==> src/verilog/srr_defs.svh <==
`ifndef SRR_DEFS_SVH
`define SRR_DEFS_SVH

// ****************************************************************
// operation group layout
// ****************************************************************
`define SRR_OPER_CAL_BIT     0
`define SRR_OPER_TRIG_WAIT_BIT 5
`define SRR_OPER_VREG_BIT    8
`define SRR_OPER_IREG_BIT    10
`define SRR_OPER_USED_MASK   16'h0521

// ****************************************************************
// questionable group layout
// ****************************************************************
`define SRR_QUES_OVERTEMP_BIT 3
`define SRR_QUES_USED_MASK   16'h0008

// ****************************************************************
// status byte and reset values
// ****************************************************************
`define SRR_STB_OPER_BIT     7
`define SRR_STB_QUES_BIT     3
`define SRR_MASK_RESET       16'h0000
`define SRR_ADDR_RESET       5'h01
`define SRR_ADDR_MIN         5'h01
`define SRR_ADDR_MAX         5'h1E
`define SRR_VOLT_RESET       16'h0000
`define SRR_VLIM_RESET       16'hFFFF
`define SRR_ERR_RANGE        16'hFF22
`define SRR_ERR_VLIMIT       16'hFED3

// ****************************************************************
// timing
// ****************************************************************
`define SRR_CLK_NS           20
`define SRR_TICK_NS          1000
`define SRR_TICK_CYCLES      (`SRR_TICK_NS / `SRR_CLK_NS)
`define SRR_BEEP_US          1000
`define SRR_BEEP_TICKS       ((`SRR_BEEP_US * 1000) / `SRR_TICK_NS)

`endif

==> src/verilog/srr_pkg.sv <==
package srr_pkg;

  // ****************************************************************
  // decoded host commands
  // ****************************************************************
  typedef enum logic [3:0] {
    SRR_OPER_COND_RD = 4'h0,
    SRR_OPER_ENAB_WR = 4'h1,
    SRR_OPER_ENAB_RD = 4'h2,
    SRR_OPER_EVT_RD  = 4'h3,
    SRR_QUES_EVT_RD  = 4'h4,
    SRR_QUES_COND_RD = 4'h5,
    SRR_QUES_ENAB_WR = 4'h6,
    SRR_QUES_ENAB_RD = 4'h7,
    SRR_PRESET       = 4'h8,
    SRR_BEEP         = 4'h9,
    SRR_ADDR_WR      = 4'hA,
    SRR_ADDR_RD      = 4'hB,
    SRR_VOLT_WR      = 4'hC,
    SRR_VOLT_RD      = 4'hD,
    SRR_VLIM_WR      = 4'hE,
    SRR_VLIM_RD      = 4'hF
  } srr_cmd_e;

  typedef enum logic [1:0] {
    SRR_BEEP_IDLE  = 2'b01,
    SRR_BEEP_SOUND = 2'b10
  } srr_beep_state_e;

endpackage : srr_pkg

==> src/verilog/srr_status_regs.sv <==
`timescale 1ns/1ns
`include "srr_defs.svh"

module srr_status_regs (
  input  wire logic              sys_clk,
  input  wire logic              rst,
  input  wire logic              cmd_valid,
  input  srr_pkg::srr_cmd_e      cmd_code,
  input  wire logic [15:0]       cmd_data,
  input  wire logic              const_current_active,
  input  wire logic              const_voltage_active,
  input  wire logic              awaiting_trigger,
  input  wire logic              cal_computing,
  input  wire logic              overtemp_flag,
  output logic                   rsp_valid,
  output logic [15:0]            rsp_data,
  output logic [7:0]             status_byte,
  output logic [4:0]             bus_address,
  output logic                   beep_tone,
  output logic [15:0]            volt_setting,
  output logic [15:0]            volt_limit,
  output logic                   err_post,
  output logic [15:0]            err_code
);

  // ****************************************************************
  // command decode
  // ****************************************************************
  function automatic logic cmd_is(input logic v, input srr_pkg::srr_cmd_e c,
                                  input srr_pkg::srr_cmd_e want);
    cmd_is = v && (c == want);
  endfunction : cmd_is

  function automatic logic [15:0] rise(input logic [15:0] now, input logic [15:0] prev,
                                       input logic [15:0] used);
    rise = now & ~prev & used;
  endfunction : rise

  logic        preset;
  logic        oper_evt_rd;
  logic        ques_evt_rd;
  logic        oper_mask_wr;
  logic        ques_mask_wr;
  logic        addr_wr;
  logic        volt_wr;
  logic        vlim_wr;
  logic        beep_cmd;
  logic        addr_ok;
  logic        volt_ok;
  logic [15:0] volt_limit_q;

  assign preset       = cmd_is(cmd_valid, cmd_code, srr_pkg::SRR_PRESET);
  assign oper_evt_rd  = cmd_is(cmd_valid, cmd_code, srr_pkg::SRR_OPER_EVT_RD);
  assign ques_evt_rd  = cmd_is(cmd_valid, cmd_code, srr_pkg::SRR_QUES_EVT_RD);
  assign oper_mask_wr = cmd_is(cmd_valid, cmd_code, srr_pkg::SRR_OPER_ENAB_WR);
  assign ques_mask_wr = cmd_is(cmd_valid, cmd_code, srr_pkg::SRR_QUES_ENAB_WR);
  assign addr_wr      = cmd_is(cmd_valid, cmd_code, srr_pkg::SRR_ADDR_WR);
  assign volt_wr      = cmd_is(cmd_valid, cmd_code, srr_pkg::SRR_VOLT_WR);
  assign vlim_wr      = cmd_is(cmd_valid, cmd_code, srr_pkg::SRR_VLIM_WR);
  assign beep_cmd     = cmd_is(cmd_valid, cmd_code, srr_pkg::SRR_BEEP);
  assign addr_ok      = (cmd_data[15:5] == 11'h000) && (cmd_data[4:0] >= `SRR_ADDR_MIN)
                        && (cmd_data[4:0] <= `SRR_ADDR_MAX);
  assign volt_ok      = cmd_data <= volt_limit_q;

  // ****************************************************************
  // live condition vectors
  // ****************************************************************
  logic [15:0] oper_live;
  logic [15:0] ques_live;
  logic [15:0] oper_prev_q;
  logic [15:0] ques_prev_q;
  logic [15:0] oper_rise;
  logic [15:0] ques_rise;

  // unused positions are tied low here, so nothing downstream can set them
  always_comb
  begin
    oper_live = 16'h0000;
    oper_live[`SRR_OPER_IREG_BIT]      = const_current_active;
    oper_live[`SRR_OPER_VREG_BIT]      = const_voltage_active;
    oper_live[`SRR_OPER_TRIG_WAIT_BIT] = awaiting_trigger;
    oper_live[`SRR_OPER_CAL_BIT]       = cal_computing;
    ques_live = 16'h0000;
    ques_live[`SRR_QUES_OVERTEMP_BIT]  = overtemp_flag;
  end

  always_ff @(posedge sys_clk)
  begin
    if (rst)
    begin
      oper_prev_q <= 16'h0000;
      ques_prev_q <= 16'h0000;
    end
    else
    begin
      oper_prev_q <= oper_live;
      ques_prev_q <= ques_live;
    end
  end

  assign oper_rise = rise(oper_live, oper_prev_q, `SRR_OPER_USED_MASK);
  assign ques_rise = rise(ques_live, ques_prev_q, `SRR_QUES_USED_MASK);

  // ****************************************************************
  // latched event registers
  // ****************************************************************
  logic [15:0] oper_evt;
  logic [15:0] ques_evt;

  // a rise in the read or preset cycle survives: set beats clear
  for (genvar gi = 0; gi < 16; gi++)
  begin : g_evt
    logic oper_bit_q;
    logic ques_bit_q;
    always_ff @(posedge sys_clk)
    begin
      if (rst)
        oper_bit_q <= 1'b0;
      else if (oper_rise[gi])
        oper_bit_q <= 1'b1;
      else if (oper_evt_rd || preset)
        oper_bit_q <= 1'b0;
    end
    always_ff @(posedge sys_clk)
    begin
      if (rst)
        ques_bit_q <= 1'b0;
      else if (ques_rise[gi])
        ques_bit_q <= 1'b1;
      else if (ques_evt_rd || preset)
        ques_bit_q <= 1'b0;
    end
    assign oper_evt[gi] = oper_bit_q;
    assign ques_evt[gi] = ques_bit_q;
  end

  // ****************************************************************
  // enable masks
  // ****************************************************************
  logic [15:0] oper_mask_q;
  logic [15:0] ques_mask_q;

  always_ff @(posedge sys_clk)
  begin
    if (rst || preset)
      oper_mask_q <= `SRR_MASK_RESET;
    else if (oper_mask_wr)
      oper_mask_q <= cmd_data & `SRR_OPER_USED_MASK;
  end

  always_ff @(posedge sys_clk)
  begin
    if (rst || preset)
      ques_mask_q <= `SRR_MASK_RESET;
    else if (ques_mask_wr)
      ques_mask_q <= cmd_data & `SRR_QUES_USED_MASK;
  end

  // ****************************************************************
  // status byte summaries
  // ****************************************************************
  logic [7:0] status_q;

  // one cycle behind the event registers, traded for a registered output
  always_ff @(posedge sys_clk)
  begin
    if (rst)
      status_q <= 8'h00;
    else
    begin
      status_q                    <= 8'h00;
      status_q[`SRR_STB_OPER_BIT] <= |(oper_evt & oper_mask_q);
      status_q[`SRR_STB_QUES_BIT] <= |(ques_evt & ques_mask_q);
    end
  end

  // ****************************************************************
  // system settings
  // ****************************************************************
  logic [4:0]  addr_q;
  logic [15:0] volt_q;
  logic        err_post_q;
  logic [15:0] err_code_q;

  always_ff @(posedge sys_clk)
  begin
    if (rst)
      addr_q <= `SRR_ADDR_RESET;
    else if (addr_wr && addr_ok)
      addr_q <= cmd_data[4:0];
  end

  always_ff @(posedge sys_clk)
  begin
    if (rst)
      volt_limit_q <= `SRR_VLIM_RESET;
    else if (vlim_wr)
      volt_limit_q <= cmd_data;
  end

  // no clamping: an out-of-limit value leaves the output where it was
  always_ff @(posedge sys_clk)
  begin
    if (rst)
      volt_q <= `SRR_VOLT_RESET;
    else if (volt_wr && volt_ok)
      volt_q <= cmd_data;
  end

  always_ff @(posedge sys_clk)
  begin
    if (rst)
    begin
      err_post_q <= 1'b0;
      err_code_q <= 16'h0000;
    end
    else if (volt_wr && !volt_ok)
    begin
      err_post_q <= 1'b1;
      err_code_q <= `SRR_ERR_VLIMIT;
    end
    else if (addr_wr && !addr_ok)
    begin
      err_post_q <= 1'b1;
      err_code_q <= `SRR_ERR_RANGE;
    end
    else
      err_post_q <= 1'b0;
  end

  srr_beep_pulse u_beep (
    .sys_clk (sys_clk),
    .rst     (rst),
    .start   (beep_cmd),
    .tone    (beep_tone)
  );

  // ****************************************************************
  // query responses
  // ****************************************************************
  logic        rd_hit;
  logic [15:0] rd_data;
  logic        rsp_valid_q;
  logic [15:0] rsp_data_q;

  always_comb
  begin
    rd_hit  = 1'b1;
    rd_data = 16'h0000;
    case (cmd_code)
      srr_pkg::SRR_OPER_COND_RD: rd_data = oper_live;
      srr_pkg::SRR_OPER_ENAB_RD: rd_data = oper_mask_q;
      srr_pkg::SRR_OPER_EVT_RD:  rd_data = oper_evt;
      srr_pkg::SRR_QUES_EVT_RD:  rd_data = ques_evt;
      srr_pkg::SRR_QUES_COND_RD: rd_data = ques_live;
      srr_pkg::SRR_QUES_ENAB_RD: rd_data = ques_mask_q;
      srr_pkg::SRR_ADDR_RD:      rd_data = {11'h000, addr_q};
      srr_pkg::SRR_VOLT_RD:      rd_data = volt_q;
      srr_pkg::SRR_VLIM_RD:      rd_data = volt_limit_q;
      default:                   rd_hit  = 1'b0;
    endcase
  end

  always_ff @(posedge sys_clk)
  begin
    if (rst)
    begin
      rsp_valid_q <= 1'b0;
      rsp_data_q  <= 16'h0000;
    end
    else
    begin
      rsp_valid_q <= cmd_valid && rd_hit;
      if (cmd_valid && rd_hit)
        rsp_data_q <= rd_data;
    end
  end

  assign rsp_valid    = rsp_valid_q;
  assign rsp_data     = rsp_data_q;
  assign status_byte  = status_q;
  assign bus_address  = addr_q;
  assign volt_setting = volt_q;
  assign volt_limit   = volt_limit_q;
  assign err_post     = err_post_q;
  assign err_code     = err_code_q;
endmodule : srr_status_regs

==> src/verilog/srr_beep_pulse.sv <==
`timescale 1ns/1ns
`include "srr_defs.svh"

module srr_beep_pulse (
  input  wire logic sys_clk,
  input  wire logic rst,
  input  wire logic start,
  output logic      tone
);

  // ****************************************************************
  // microsecond tick divider
  // ****************************************************************
  localparam logic [5:0]  TICK_LAST = 6'(`SRR_TICK_CYCLES - 1);
  localparam logic [10:0] BEEP_LAST = 11'(`SRR_BEEP_TICKS - 1);

  logic [5:0]             div_q;
  logic                   tick_q;
  logic [10:0]            len_q;
  srr_pkg::srr_beep_state_e state_q;

  always_ff @(posedge sys_clk)
  begin
    if (rst || start || div_q == TICK_LAST)
    begin
      div_q  <= 6'h00;
      tick_q <= !(rst || start);
    end
    else
    begin
      div_q  <= div_q + 6'h01;
      tick_q <= 1'b0;
    end
  end

  // ****************************************************************
  // tone state
  // ****************************************************************
  // a new start restarts the tone rather than queuing a second one
  always_ff @(posedge sys_clk)
  begin
    if (rst)
    begin
      state_q <= srr_pkg::SRR_BEEP_IDLE;
      len_q   <= 11'h000;
      tone    <= 1'b0;
    end
    else if (start)
    begin
      state_q <= srr_pkg::SRR_BEEP_SOUND;
      len_q   <= 11'h000;
      tone    <= 1'b1;
    end
    else
    begin
      case (state_q)
        srr_pkg::SRR_BEEP_SOUND:
        begin
          if (tick_q && len_q == BEEP_LAST)
          begin
            state_q <= srr_pkg::SRR_BEEP_IDLE;
            tone    <= 1'b0;
          end
          else if (tick_q)
            len_q <= len_q + 11'h001;
        end
        default:
        begin
          state_q <= srr_pkg::SRR_BEEP_IDLE;
          tone    <= 1'b0;
        end
      endcase
    end
  end

endmodule : srr_beep_pulse

==> config.mk <==
export PLATFORM = sky130hd
export DESIGN_NAME = srr_status_regs
export DESIGN_NICKNAME = d
export VERILOG_FILES = /design/src/verilog/srr_pkg.sv /design/src/verilog/srr_status_regs.sv /design/src/verilog/srr_beep_pulse.sv
export VERILOG_INCLUDE_DIRS = /design/src /design/src/verilog
export SDC_FILE = /design/constraint.sdc
export NUM_CORES = 1
export LEC_CHECK = 0
export ABC_CLOCK_PERIOD_IN_PS = 2800
export BUFFER_PORTS_ARGS = -buffer_cell sky130_fd_sc_hd__buf_4
export CAP_MARGIN = 20
export CORE_UTILIZATION = 29
export DETAILED_ROUTE_END_ITERATION = 6
export HOLD_SLACK_MARGIN = 0.06
export SETUP_SLACK_MARGIN = 0.02
export SLEW_MARGIN = 40
export SYNTH_ARGS = -nofsm -noshare
export SYNTH_HDL_FRONTEND = slang
export SYNTH_SLANG_ARGS = --single-unit
==> constraint.sdc <==
create_clock -name sys_clk -period 2.8 [get_ports sys_clk]
set_clock_uncertainty 0.15 [all_clocks]
set_input_delay 0.42 -clock sys_clk [delete_from_list [all_inputs] [get_ports sys_clk]]
set_output_delay 0.42 -clock sys_clk [all_outputs]
set_load 0.01 [all_outputs]
Word level (Yosys, flattened, before mapping)
Cells that the tools add are included.
{"block": "word_totals", "elab_cells": 113, "reg_bits": 112, "output_inout_bits": 80, "inputBits": 28}
{"block": "op_classes", "n_reduce_logical": 39, "bitwise_logic": 7, "n_addsub": 2, "muxes": 19, "magnitude_cmp": 3, "n_eq_ne": 19}
{"operator": "case mux 16 bit (9 select lines)", "n": 1}
{"operator": "== test 4 bit (second input constant)", "n": 8}
{"operator": "two-way mux 16 bit", "n": 2}
{"operator": "OR reduction 16 bit", "n": 2}
{"operator": "AND 11 bit", "n": 2}
{"operator": "logical AND 1 bit", "n": 17}
{"operator": "== test 4 x 3 -> 1 bit (second input constant)", "n": 4}
{"operator": "less-or-equal comparator 16 bit", "n": 1}
{"operator": "two-way mux 1 bit", "n": 13}
{"operator": "nonzero test 2 bit", "n": 6}
{"operator": "adder 11 x 1 -> 11 bit (second input constant)", "n": 1}
{"operator": "== test 11 x 10 -> 1 bit (second input constant)", "n": 1}
{"operator": "zero test 11 bit", "n": 1}
{"operator": "NOT 11 bit", "n": 1}
{"operator": "OR reduction 9 bit", "n": 1}
{"operator": "AND 4 bit", "n": 2}
{"operator": "== test 4 x 2 -> 1 bit (second input constant)", "n": 2}
{"operator": "adder 6 x 1 -> 6 bit (second input constant)", "n": 1}
{"operator": "== test 6 bit (second input constant)", "n": 1}
{"operator": "two-way mux 2 bit", "n": 3}
{"operator": "greater-or-equal comparator 5 x 1 -> 1 bit (second input constant)", "n": 1}
{"operator": "less-or-equal comparator 5 bit (second input constant)", "n": 1}
{"operator": "logical OR 1 bit", "n": 5}
{"operator": "== test 4 x 1 -> 1 bit (second input constant)", "n": 1}
{"operator": "other kinds (8)", "n": 11}

Depth between registers and ports, before layout
Gate-level depths: netlist (run 1).
{"block": "depth", "ltp_word": 7, "depth_mapped": 9, "depth_no_buf": 8}

By module
A second synthesis (run 1) with hierarchy kept.
{"block": "hier_totals", "hier_cells": 512, "area_unflattened_um2": 4672.0}
{"mod": "srr_status_regs", "seq_area_each_um2": 1501.4, "cells_each": 413, "instances": 1, "area_each_um2": 3802.4}
{"mod": "srr_beep_pulse", "seq_area_each_um2": 400.4, "cells_each": 99, "instances": 1, "area_each_um2": 869.6}

Least setup slack after synthesis (run 1)
OpenSTA, ideal clock, no wires.
{"block": "synth_timing", "kind": "register to register", "startpoint": "register volt_limit_q[15] (netlist: volt_limit[15])", "endpoint": "register volt_q[10] (netlist: volt_setting[10])", "t_arrival_ps": 1964, "n_path_buf": 1, "path_stages_with_launch": 9, "synth_period_minus_slack_ps": 2185, "setup_time_ps": 72, "t_required_ps": 2578, "setup_slack_ps": 615, "cell_sequence": "dfxtp_1 -> inv_1 -> ha_1 -> nand4_1 -> nor4_1 -> a31oi_4 -> nor2_4 -> buf_6 -> mux2i_1"}
{"block": "synth_via", "elab_chain_cells": 2}
{"element": "from (decl)", "line": "srr_status_regs.sv:50", "text": "logic [15:0] volt_limit_q;"}
{"element": "from (signal assigned)", "line": "srr_status_regs.sv:196", "text": "volt_limit_q <= `SRR_VLIM_RESET;"}
{"element": "from (signal assigned)", "line": "srr_status_regs.sv:198", "text": "volt_limit_q <= cmd_data;"}
{"element": "less-or-equal comparator 16 bit", "line": "srr_status_regs.sv:63", "text": "assign volt_ok = cmd_data <= volt_limit_q;"}
{"element": "logical AND 1 bit", "line": "srr_status_regs.sv:206", "text": "else if (volt_wr && volt_ok)"}
{"element": "to (signal assigned)", "line": "srr_status_regs.sv:205", "text": "volt_q <= `SRR_VOLT_RESET;"}
{"element": "to (signal assigned)", "line": "srr_status_regs.sv:207", "text": "volt_q <= cmd_data;"}
{"element": "to (decl)", "line": "srr_status_regs.sv:181", "text": "logic [15:0] volt_q;"}
Every way passes these cells.
A chain may end at the register's enable or synchronous reset.

Worst setup path after layout (run 1)
{"block": "layout_timing", "startpoint": "register volt_limit_q[14] (netlist: volt_limit[14])", "endpoint": "register volt_q[3] (netlist: volt_setting[3])"}
The elaborated chain is that of the path after synthesis.

==> impl_results.md, run 1 <==
- Leading area contributor after synthesis: dfxtp_1
- Setup TNS: 0 ps
- Clock Root Buffer: clkbuf_16
- Avg Cell Area, Syn: 8.91 sq um
- Layout overhead on the synthesized area: 24.5%
- Clock buffer depth: 2
- CTS tree: done
- Number of post-CTS setup repair buffers: 0
- Placed Instance Area: 0.00526 sq mm
- Total GRT Usage: around 16%
- Crit Path Class: flip-flop to flip-flop
- Number of max-cap violations: 0
- Synth top area share: 42.6%
- Max Clk Rate: 387 MHz
- # DRC: 0
- Fillers: 1510
- Synth Cell Area: ~0.0045 sq mm
- Reg power frac: 48.1%
- Global-route wire length before repair: 19900 microns
- Die width: 126 microns
- 1st-iter DRT viols: 325
- Post-cts sizing count: 0
- Hold Crit Start: overtemp_flag
- Tmin final: 2580 ps
- Cell area power density: about 530 mW/mm^2
- Dpl ws: 171 ps
- Routed vias/inst: 5.01
- Worst-path cell chain: inv_1, ha_1, nand4_1, nor4_1, a31oi_4, nor2_4, mux2i_1
- Routability congestion estimate: 0.887
- Period Utilization, post-route: 92.2%
- FF+latch count, synth: 95
- Commonest non-fill, non-tap cell in the layout: buf_4
- Total wire length: 12600 microns
- Most frequent cells in the layout: buf_4, dfxtp_1, nand2_1
- Core ar.: approximately 0.015 sq mm
- Cell row count: 44
- Slowest-stage cell, CP: nor4_1
- CTS Buf Count: 9
- Largest net degree at the start of global routing: 53
- Num ports: 108
- CP startpoint: volt_limit[14]
- Vias: a little under 4000
- Final total power: 2.96 mW
- Die ar.: 0.0159 sq mm
- GRT Residual Overflow: 0
- Post-Syn Instances: 501
- Relative slew slack: between 50% and 60%
- Setup ws final: 218 ps
- Drt first pass iters: 6
- Synth warnings: 0
- Switch share: around 25%
- P_sw: 743 uW
- Critical path capture point type: flip-flop
- Clk_lat worst skew: around 340 ps
- Comb power frac: about a tenth
- Final Slew Violations: 0
- Clock Pin Slew Worst Setup and Hold Paths: 70 ps
- Synth area leaders: dfxtp_1, mux2i_1, nand2_1
- Layout cells sized above 1: a little under a quarter
- Pleak: 2.33 nW
- Internal Pwr Total: between 2 and 2.5 mW
- RSZ-0062 raised after global routing: false
- Post-DP HPWL: 9710 microns
- CP Max Fanout: 15
- Final Hold Violating Endpoints: 0
- Critical Path RT: 2920 ps
- R2r startpoint: volt_limit[14]
- Avg WL per Cell: 16.4 microns
- Worst VDD drop: just under 0.3 mV
- Die height: 126 microns
- Number of port buffers: 99
- Initial Util: just over 30%
- Sequential share of the synthesized area: 42.6%
- Async set-or-reset flop fraction in the synthesized netlist: 0%
- Startpoint Class: flip-flop
- Hold_buf cts: 0
- Ys flop type: dfxtp_1
- Hold Path Class: input pin to flip-flop
- Nets: 629
- CP arrival: 2710 ps
- ANT nets after route: 0
- Unique masters post-synth: 53
- Status: complete, no violations
- Post-synth EDFFs: 0
- Cell area after layout: roughly 0.0056 sq mm
- Vias in the first global route: around 3600
- # setup viols final: 0
- Initial antenna violation count: 0
- Clk pwr share: 41.5%
- Antenna cells: 0
- H-Tree Level Count: 3
- Least-Margin Pin Slew: approximately 600 ps
- Max incr delay on CP: 500 ps
- Sink Count: 95
power by group through the flow:
stage | logic [mW] | clock network [mW] | registers [mW]
2_1_floorplan | 0.168 | 0 | 1.46
3_3_place_gp | 0.301 | 0 | 1.45
3_5_place_dp | 0.308 | 0 | 1.46
6_report | 0.309 | 1.23 | 1.43
4_1_cts | 0.309 | 1.26 | 1.42
5_1_grt | 0.339 | 1.31 | 1.43
through the flow:
step | cells | utilization [%] | hold slack (ps)
4_1_cts | 771 | 37.7 | 175
2_1_floorplan | 508 | - | 280
5_1_grt | 771 | 37.7 | 189
3_3_place_gp | 755 | 35.6 | 292
3_5_place_dp | 755 | 35.6 | 312
6_report | 771 | 37.7 | 184
registers in the layout, indices dropped and copies added, names as in the netlist:
signal	flops
u_beep.len_q	11
u_beep.state_q	2
oper_mask_q	4
volt_setting	16
u_beep.tick_q	1
oper_prev_q	4
status_byte	2
u_beep.div_q	6
ques_mask_q	1
bus_address	5
rsp_data	16
ques_prev_q	1
g_evt.oper_bit_q	4
err_code	3
rsp_valid	1
g_evt.ques_bit_q	1
err_post	1
volt_limit	16
logic make-up after synthesis:
family / count (synthesis) / synth area share, %
compound gates: 91 / 15.1
buf+inv: 68 / 7.79
fa+ha+maj: 19 / 5.33
flops: 95 / 42.6
simple gates: 183 / 19.3
xor+xnor: 14 / 2.92
mux: 30 / 6.84
other cells: 1 / 0.0840
worst max-delay path, delay by kind of cell, from the launching register on:
family          cells  cell delay [ps]
compound gates      1              110
fa+ha+maj           1              300
buf+inv             1              100
flops               1              420
mux                 1              260
simple gates        3             1170
routing by layer:
metal  wire, microns  GRT usage (%)  up-vias
met3             537           3.78       16
met1            6040           21.4     1861
met4             244           5.67        0
met5               0              0        -
li1                -              -     1881
met2            5810           26.1      107
path summary, 6_finish.rpt:
| check | slack (ps) | depth (start not counted) | endpoint |
|---|---|---|---|
| worst max-delay path | 220 | 7 | volt_setting[3] |
| worst min-delay path | 180 | 2 | ques_prev_q[3] |
| worst min register to register | 320 | 2 | volt_setting[7] |
| worst max register to register | 220 | 7 | volt_setting[3] |
final cells by class:
class | count | area, sq um | area share, %
tap | 184 | 230 | 4.14
timing repair buffer | 105 | 788 | 14.2
clock buffer | 10 | 229 | 4.12
multi-input combinational | 345 | 2240 | 40.3
sequential | 95 | 1900 | 34.2
inverter | 26 | 97.6 | 1.76
clock inverter | 6 | 68.8 | 1.24
synthesized netlist by cell type, drive strengths merged (2+ instances only):
master,instances
inv,25
a311oi,4
a222oi,3
nand2,69
o211ai,16
xnor2,5
xor2,9
or2,2
a22oi,14
nor2b,9
or3,2
nand2b,5
and3,6
ha,19
and2,3
buf,26
a31oi,4
clkbuf,16
a22o,5
a21oi,15
dfxtp,95
o21ai,11
mux2i,26
nand3b,2
nor3,6
nor4,5
nand3,8
nor2,54
mux2,4
a211oi,12
nand4,8
(Power assumes the default switching activity.)
==> inputs of run 2 (changes only) <==
--- a/config.mk
+++ b/config.mk
@@ -9,6 +9,7 @@
 export ABC_CLOCK_PERIOD_IN_PS = 2800
 export BUFFER_PORTS_ARGS = -buffer_cell sky130_fd_sc_hd__buf_4
 export CAP_MARGIN = 20
+export CORE_ASPECT_RATIO = 1.1
 export CORE_UTILIZATION = 29
 export DETAILED_ROUTE_END_ITERATION = 6
 export HOLD_SLACK_MARGIN = 0.06
==> run 2 against run 1 <==
Worst hold slack worse by 2.8 ps. Routed wire length shrank 3.8%. Core utilization down 0.73 points. Combinational power decreased by 2%. Critical path depth did not move. Register-to-register slack better by 60 ps. Global-route usage fell by 0.71 points. Final cell count rose by 1.4%. Setup slack gained 57 ps. Die area about the same. Critical endpoint is now volt_setting[2]. Largest cell class unchanged.
==> impl_results.md, run 2 (synthesis gave the netlist of run 1 again) <==
- Layout Utilization: 36.9% (-0.73 points)
- Sink Count: 95 (unchanged)
- Critical Path RT: 2920 ps (about the same)
- Startpoint Class: flip-flop
- Clock Pin Slew Worst Setup and Hold Paths: 70 ps (about the same)
- Max Clk Rate: 396 MHz (+2.3%)
- Min-Delay Endpoint: volt_limit[13]
- # DRC: 0 (unchanged)
- Dpl ws: 153 ps (-17.9 ps)
- Total GRT Usage: 15.5% (-0.71 points)
- Metal3 WL: 626 microns (+17%)
- Worst-path cell chain: inv_1, ha_1, nand4_1, nor4_1, a31oi_4, nor2_4, mux2i_1
- H-Tree Level Count: 3 (unchanged)
- Total wire length: 12200 microns (-3.8%)
- Vias: 3811 (-1.4%)
- # setup viols final: 0 (unchanged)
- RR Endpoint: volt_setting[2]
- Setup TNS: 0 ps (unchanged)
- Routed met1 length: 5620 microns (-7.0%)
- Critical path capture point type: flip-flop
- R2R Setup Slk: 270 ps (+60 ps)
- Final Slew Violations: 0 (unchanged)
- Clock Root Buffer: clkbuf_16
- Vias in the first global route: 3548 (-0.73%)
- Post-cts sizing count: 0 (unchanged)
- Least-Margin Pin Slew: 659 ps (+60.3 ps)
- Final Hold Violating Endpoints: 0 (unchanged)
- Tmin final: 2530 ps (-56.9 ps)
- RSZ-0062 raised after global routing: false
- Initial antenna violation count: 0 (unchanged)
- Relative slew slack: 55.9% (-3.9 points)
- R2r startpoint: volt_limit[15]
- CP top delay family: simple AND/OR/NAND/NOR gates
- Hold Path Cell Cnt: 3 (+1)
- Cell row count: 47 (+6.8%)
- Status: complete, no violations
- CTS Buf Count: 9 (unchanged)
- Commonest non-fill, non-tap cell in the layout: buf_4
- Clk_lat worst skew: 340 ps (about the same)
- Cell area power density: 517 mW/mm^2 (-3.0%)
- Core ar.: 0.0151 sq mm (+2.0%)
- Post-DP HPWL: 9210 microns (-5.1%)
- CP arrival: 2650 ps (-60 ps)
- Drt first pass iters: 5 (-1)
- GRT Residual Overflow: 0 (unchanged)
- Routability congestion estimate: 0.887 (about the same)
- Avg WL per Cell: 15.5 microns (-5.1%)
- Met2 routed WL: 5720 microns (-1.4%)
- Pleak: 2.31 nW (-0.88%)
- Most frequent cells in the layout: buf_4, dfxtp_1, nand2_1
- Number of max-cap violations: 0 (unchanged)
- CP Max Fanout: 15 (unchanged)
- Nets: 628 (-0.16%)
- Initial Util: 29.6% (-0.60 points)
- Hold Path Class: input pin to flip-flop
- ANT nets after route: 0 (unchanged)
- Hold Crit Start: cmd_data[13]
- WHS: 181 ps (-2.82 ps)
- Slowest-stage cell, CP: nor4_1
- Die width: 120 microns (-4.6%)
- Period Utilization, post-route: 90.2% (-2.0 points)
- Layout overhead on the synthesized area: 24.5% (about the same)
- Global-route wire length before repair: 18900 microns (-5.2%)
- Worst path bufs/invs: 1 (unchanged)
- Setup ws final: 275 ps (+56.9 ps)
- Worst r2r path cells: 7 (unchanged)
- Largest net degree at the start of global routing: 53 (unchanged)
- Die ar.: 0.0159 sq mm (about the same)
- Worst VDD drop: 0.268 mV (-7.5%)
- Number of post-CTS setup repair buffers: 0 (unchanged)
- Clock buffer depth: 2 (unchanged)
- Die height: 132 microns (+4.8%)
- CTS tree: done
- 1st-iter DRT viols: 199 (-39%)
- Number of port buffers: 99 (unchanged)
- Hold_buf cts: 0 (unchanged)
- Uppermost layer routed: met4
- Layout cells sized above 1: 23.2% (-0.13 points)
- Num ports: 108 (unchanged)
- Final total power: 2.88 mW (-3.0%)
- Routed vias/inst: 4.87 (-2.8%)
- Antenna cells: 0 (unchanged)
- Crit Path Class: flip-flop to flip-flop
- Max incr delay on CP: 500 ps (about the same)
[run 2: metal layers]
layer	track usage (%)	vias to the layer above
met3	3.24	14
met5	0	-
met4	5.76	0
met1	20.3	1789
li1	-	1882
met2	25.2	126
[run 2: where the power goes]
group | internal [mW] | switching [mW]
clock network | 0.629 | 0.519
logic | 0.128 | 0.175
registers | 1.39 | 0.0304
total | 2.15 | 0.725
[run 2: tightest hold or removal path, delay by kind of cell]
| family | cells | cell delay (ps) |
|---|---|---|
| buffers and inverters | 1 | 100 |
| AO/OA/AOI/OAI | 1 | 70 |
| AND/OR/NAND/NOR | 1 | 40 |
[run 2: area by class of cell]
cell class | instances | area, sq um
fill | 1574 | 9500
inverter | 26 | 97.6
sequential | 95 | 1900
clock inverter | 4 | 31.3
tap | 196 | 245
multi-input combinational | 345 | 2240
timing repair buffer | 104 | 793
clock buffer | 12 | 246
[run 2: through the flow]
step                      cell area, sq um  instances
final                                 5560        782
after global routing                  5560        782
after CTS                             5560        782
after detailed placement              5280        766
after global placement                5280        766
after floorplan                       4490        508
[run 2: worst max path at each step]
stage | to | start | cells past startpoint
after global routing | volt_setting[2] | volt_limit[13] | 7
after CTS | volt_setting[2] | volt_limit[15] | 7
after global placement | volt_setting[15] | cmd_data[15] | 7
final | volt_setting[2] | volt_limit[15] | 7
after floorplan | volt_setting[10] | volt_limit[15] | 8
after detailed placement | volt_setting[4] | cmd_data[15] | 7
==> inputs of run 3 (changes only) <==
--- a/config.mk
+++ b/config.mk
@@ -10,8 +10,10 @@
 export BUFFER_PORTS_ARGS = -buffer_cell sky130_fd_sc_hd__buf_4
 export CAP_MARGIN = 20
 export CORE_ASPECT_RATIO = 1.1
+export CORE_MARGIN = 8
 export CORE_UTILIZATION = 29
 export DETAILED_ROUTE_END_ITERATION = 6
+export GPL_ROUTABILITY_DRIVEN = 0
 export HOLD_SLACK_MARGIN = 0.06
 export SETUP_SLACK_MARGIN = 0.02
 export SLEW_MARGIN = 40
==> run 3 against run 2 <==
Global-route usage decreased by 2.4 points. Sequential power about the same. Largest power group unchanged. Largest cell class unchanged. Count of clock-buffer cells in the layout unchanged. Sequential cell count unchanged. Critical path depth increased by 1. Total power about the same. Critical endpoint is now volt_setting[15].
==> impl_results.md, run 3 (synthesis gave the netlist of run 1 again) <==
- Initial Util: 29.6% (unchanged)
- CP top delay family: compound AO/OA/AOI/OAI gates
- Total GRT Usage: 13.1% (-2.4 points)
- ANT nets after route: 0 (unchanged)
- Clock Pin Slew Worst Setup and Hold Paths: 60 ps (about the same)
- Most frequent cells in the layout: buf_4, dfxtp_1, nand2_1
- 1st-iter DRT viols: 219 (+10%)
- Total wire length: 13000 microns (+7.2%)
- P_sw: 711 uW (-2.0%)
- H-Tree Level Count: 3 (unchanged)
- Worst path bufs/invs: 2 (+1)
- Clock buffer depth: 2 (unchanged)
- Die ar.: 0.0196 sq mm (+23%)
- Clk_lat worst skew: 350 ps (about the same)
- Worst-path cell chain: inv_1, ha_1, nand4_1, a2111o_1, a31oi_4, nor2_4, buf_12, mux2i_1
- Global-route wire length before repair: 20200 microns (+7.2%)
- Hold Path Class: input pin to flip-flop
- GRT Residual Overflow: 0 (unchanged)
- Post-cts sizing count: 0 (unchanged)
- Antenna cells: 0 (unchanged)
- RSZ-0062 raised after global routing: false
- Startpoint Class: flip-flop
- Critical path capture point type: flip-flop
- Setup crit end: volt_setting[15]
- Sink Count: 95 (unchanged)
- Largest net degree at the start of global routing: 53 (unchanged)
- Final Hold Violating Endpoints: 0 (unchanged)
- Crit path depth: 8 (+1)
- Pleak: 2.34 nW (+1.0%)
- Number of max-cap violations: 0 (unchanged)
- Slowest-stage cell, CP: a2111o_1
- Final Slew Violations: 0 (unchanged)
- WHS: 189 ps (+7.99 ps)
- RR Endpoint: volt_setting[15]
- R2R Setup Slk: 480 ps (+210 ps)
- Period Utilization, post-route: 82.9% (-7.3 points)
- Commonest non-fill, non-tap cell in the layout: buf_4
- Cell row count: 47 (unchanged)
- CP startpoint: volt_limit[14]
- Vias in the first global route: 3682 (+3.8%)
- CTS tree: done
- Clock Root Buffer: clkbuf_16
- CP arrival: 2400 ps (-250 ps)
- R2r startpoint: volt_limit[14]
- # DRC: 0 (unchanged)
- Vias: 3864 (+1.4%)
- Comb power frac: 10.6% (about the same)
- Post-DP HPWL: 10100 microns (+9.8%)
- Reg power frac: 49.5% (about the same)
- Die width: 134 microns (+12%)
- Cell area power density: 517 mW/mm^2 (about the same)
- Initial antenna violation count: 0 (unchanged)
- Max incr delay on CP: 480 ps (-20 ps)
- Crit Path Class: flip-flop to flip-flop
- Worst VDD drop: 0.317 mV (+18%)
- Number of port buffers: 99 (unchanged)
- Relative slew slack: 53.7% (-2.1 points)
- Layout Utilization: 37.0% (+0.042 points)
- Layout cells sized above 1: 23.5% (+0.30 points)
- Routed vias/inst: 4.93 (+1.3%)
- Layout overhead on the synthesized area: 24.7%
- Critical Path RT: 2880 ps (-40 ps)
- Setup TNS: 0 ps (unchanged)
- CP Max Fanout: 15 (unchanged)
- Num ports: 108 (unchanged)
- # setup viols final: 0 (unchanged)
- Tmin final: 2320 ps (-205 ps)
- Clk pwr share: 39.8% (about the same)
- Worst r2r path cells: 8 (+1)
- Nets: 629 (+0.16%)
- Max Clk Rate: 431 MHz (+8.9%)
- Drt first pass iters: 4 (-1)
- Core ar.: 0.0151 sq mm (unchanged)
- Status: complete, no violations
- Die height: 146 microns (+11%)
- Least-Margin Pin Slew: 691 ps (+32.0 ps)
- Avg WL per Cell: 16.6 microns (+7.1%)
- CTS Buf Count: 9 (unchanged)
- Switch share: 24.7% (-0.51 points)
- Internal Pwr Total: 2.17 mW (+0.75%)
## run 3: cell types whose count changed in the layout (fill, tap and decap cells not counted)
cell        previous run  this run
clkinvlp_4             3         0
clkinv_2               0         4
clkinv_4               1         0
clkbuf_1               2         1
clkbuf_8               1         2
buf_4                103       104
## run 3: worst min path at each step
stage                          from               to  depth (start not counted)
floorplan           u_beep.div_q[0]  u_beep.div_q[0]                          1
global placement    u_beep.div_q[0]  u_beep.div_q[0]                          1
detailed placement  u_beep.div_q[0]  u_beep.div_q[0]                          1
CTS                    cmd_data[13]   volt_limit[13]                          3
global route           cmd_data[13]   volt_limit[13]                          3
finish                 cmd_data[13]   volt_limit[13]                          3
## run 3: worst register-to-register path: stages (launching register included)
cell and delay, ps:
dfxtp_1 360, inv_1 70, ha_1 290, nand4_1 210
a2111o_1 490, a31oi_4 270, nor2_4 70, buf_12 160
mux2i_1 130
## run 3: area by class of cell
type / instances / area [sq um]
Tap cell: 196 / 245
Clock inverter: 4 / 20.0
Multi-Input combinational cell: 345 / 2240
Sequential cell: 95 / 1900
Clock buffer: 12 / 256
Inverter: 26 / 97.6
Timing Repair Buffer: 105 / 801
Fill cell: 1565 / 9490
## run 3: what timing repair did
action                     CTS  global route
hold buffers                 0             0
setup buffers                0             1
setup endpoints to repair    0             3
## run 3: power groups by stage
stage                     logic [mW]  registers [mW]  clock network [mW]
after global placement         0.300            1.45                   0
after detailed placement       0.306            1.45                   0
after floorplan                0.168            1.46                   0
after global routing           0.339            1.43                1.23
final                          0.306            1.43                1.15
after CTS                      0.307            1.43                1.18
## run 3: layer usage
layer,track usage (%),wire length [microns]
met1,15.8,5650
met2,22.1,6470
met3,3.84,750
met4,3.71,153
met5,0,0
## run 3: through the flow
stage               cells  instance area, sq um  worst slack, ps  power, mW
global route          783                  5560              248       3.00
floorplan             508                  4490              615       1.63
global placement      766                  5270              235       1.75
CTS                   782                  5540              225       2.91
detailed placement    766                  5270              116       1.76
finish                783                  5560              480       2.88
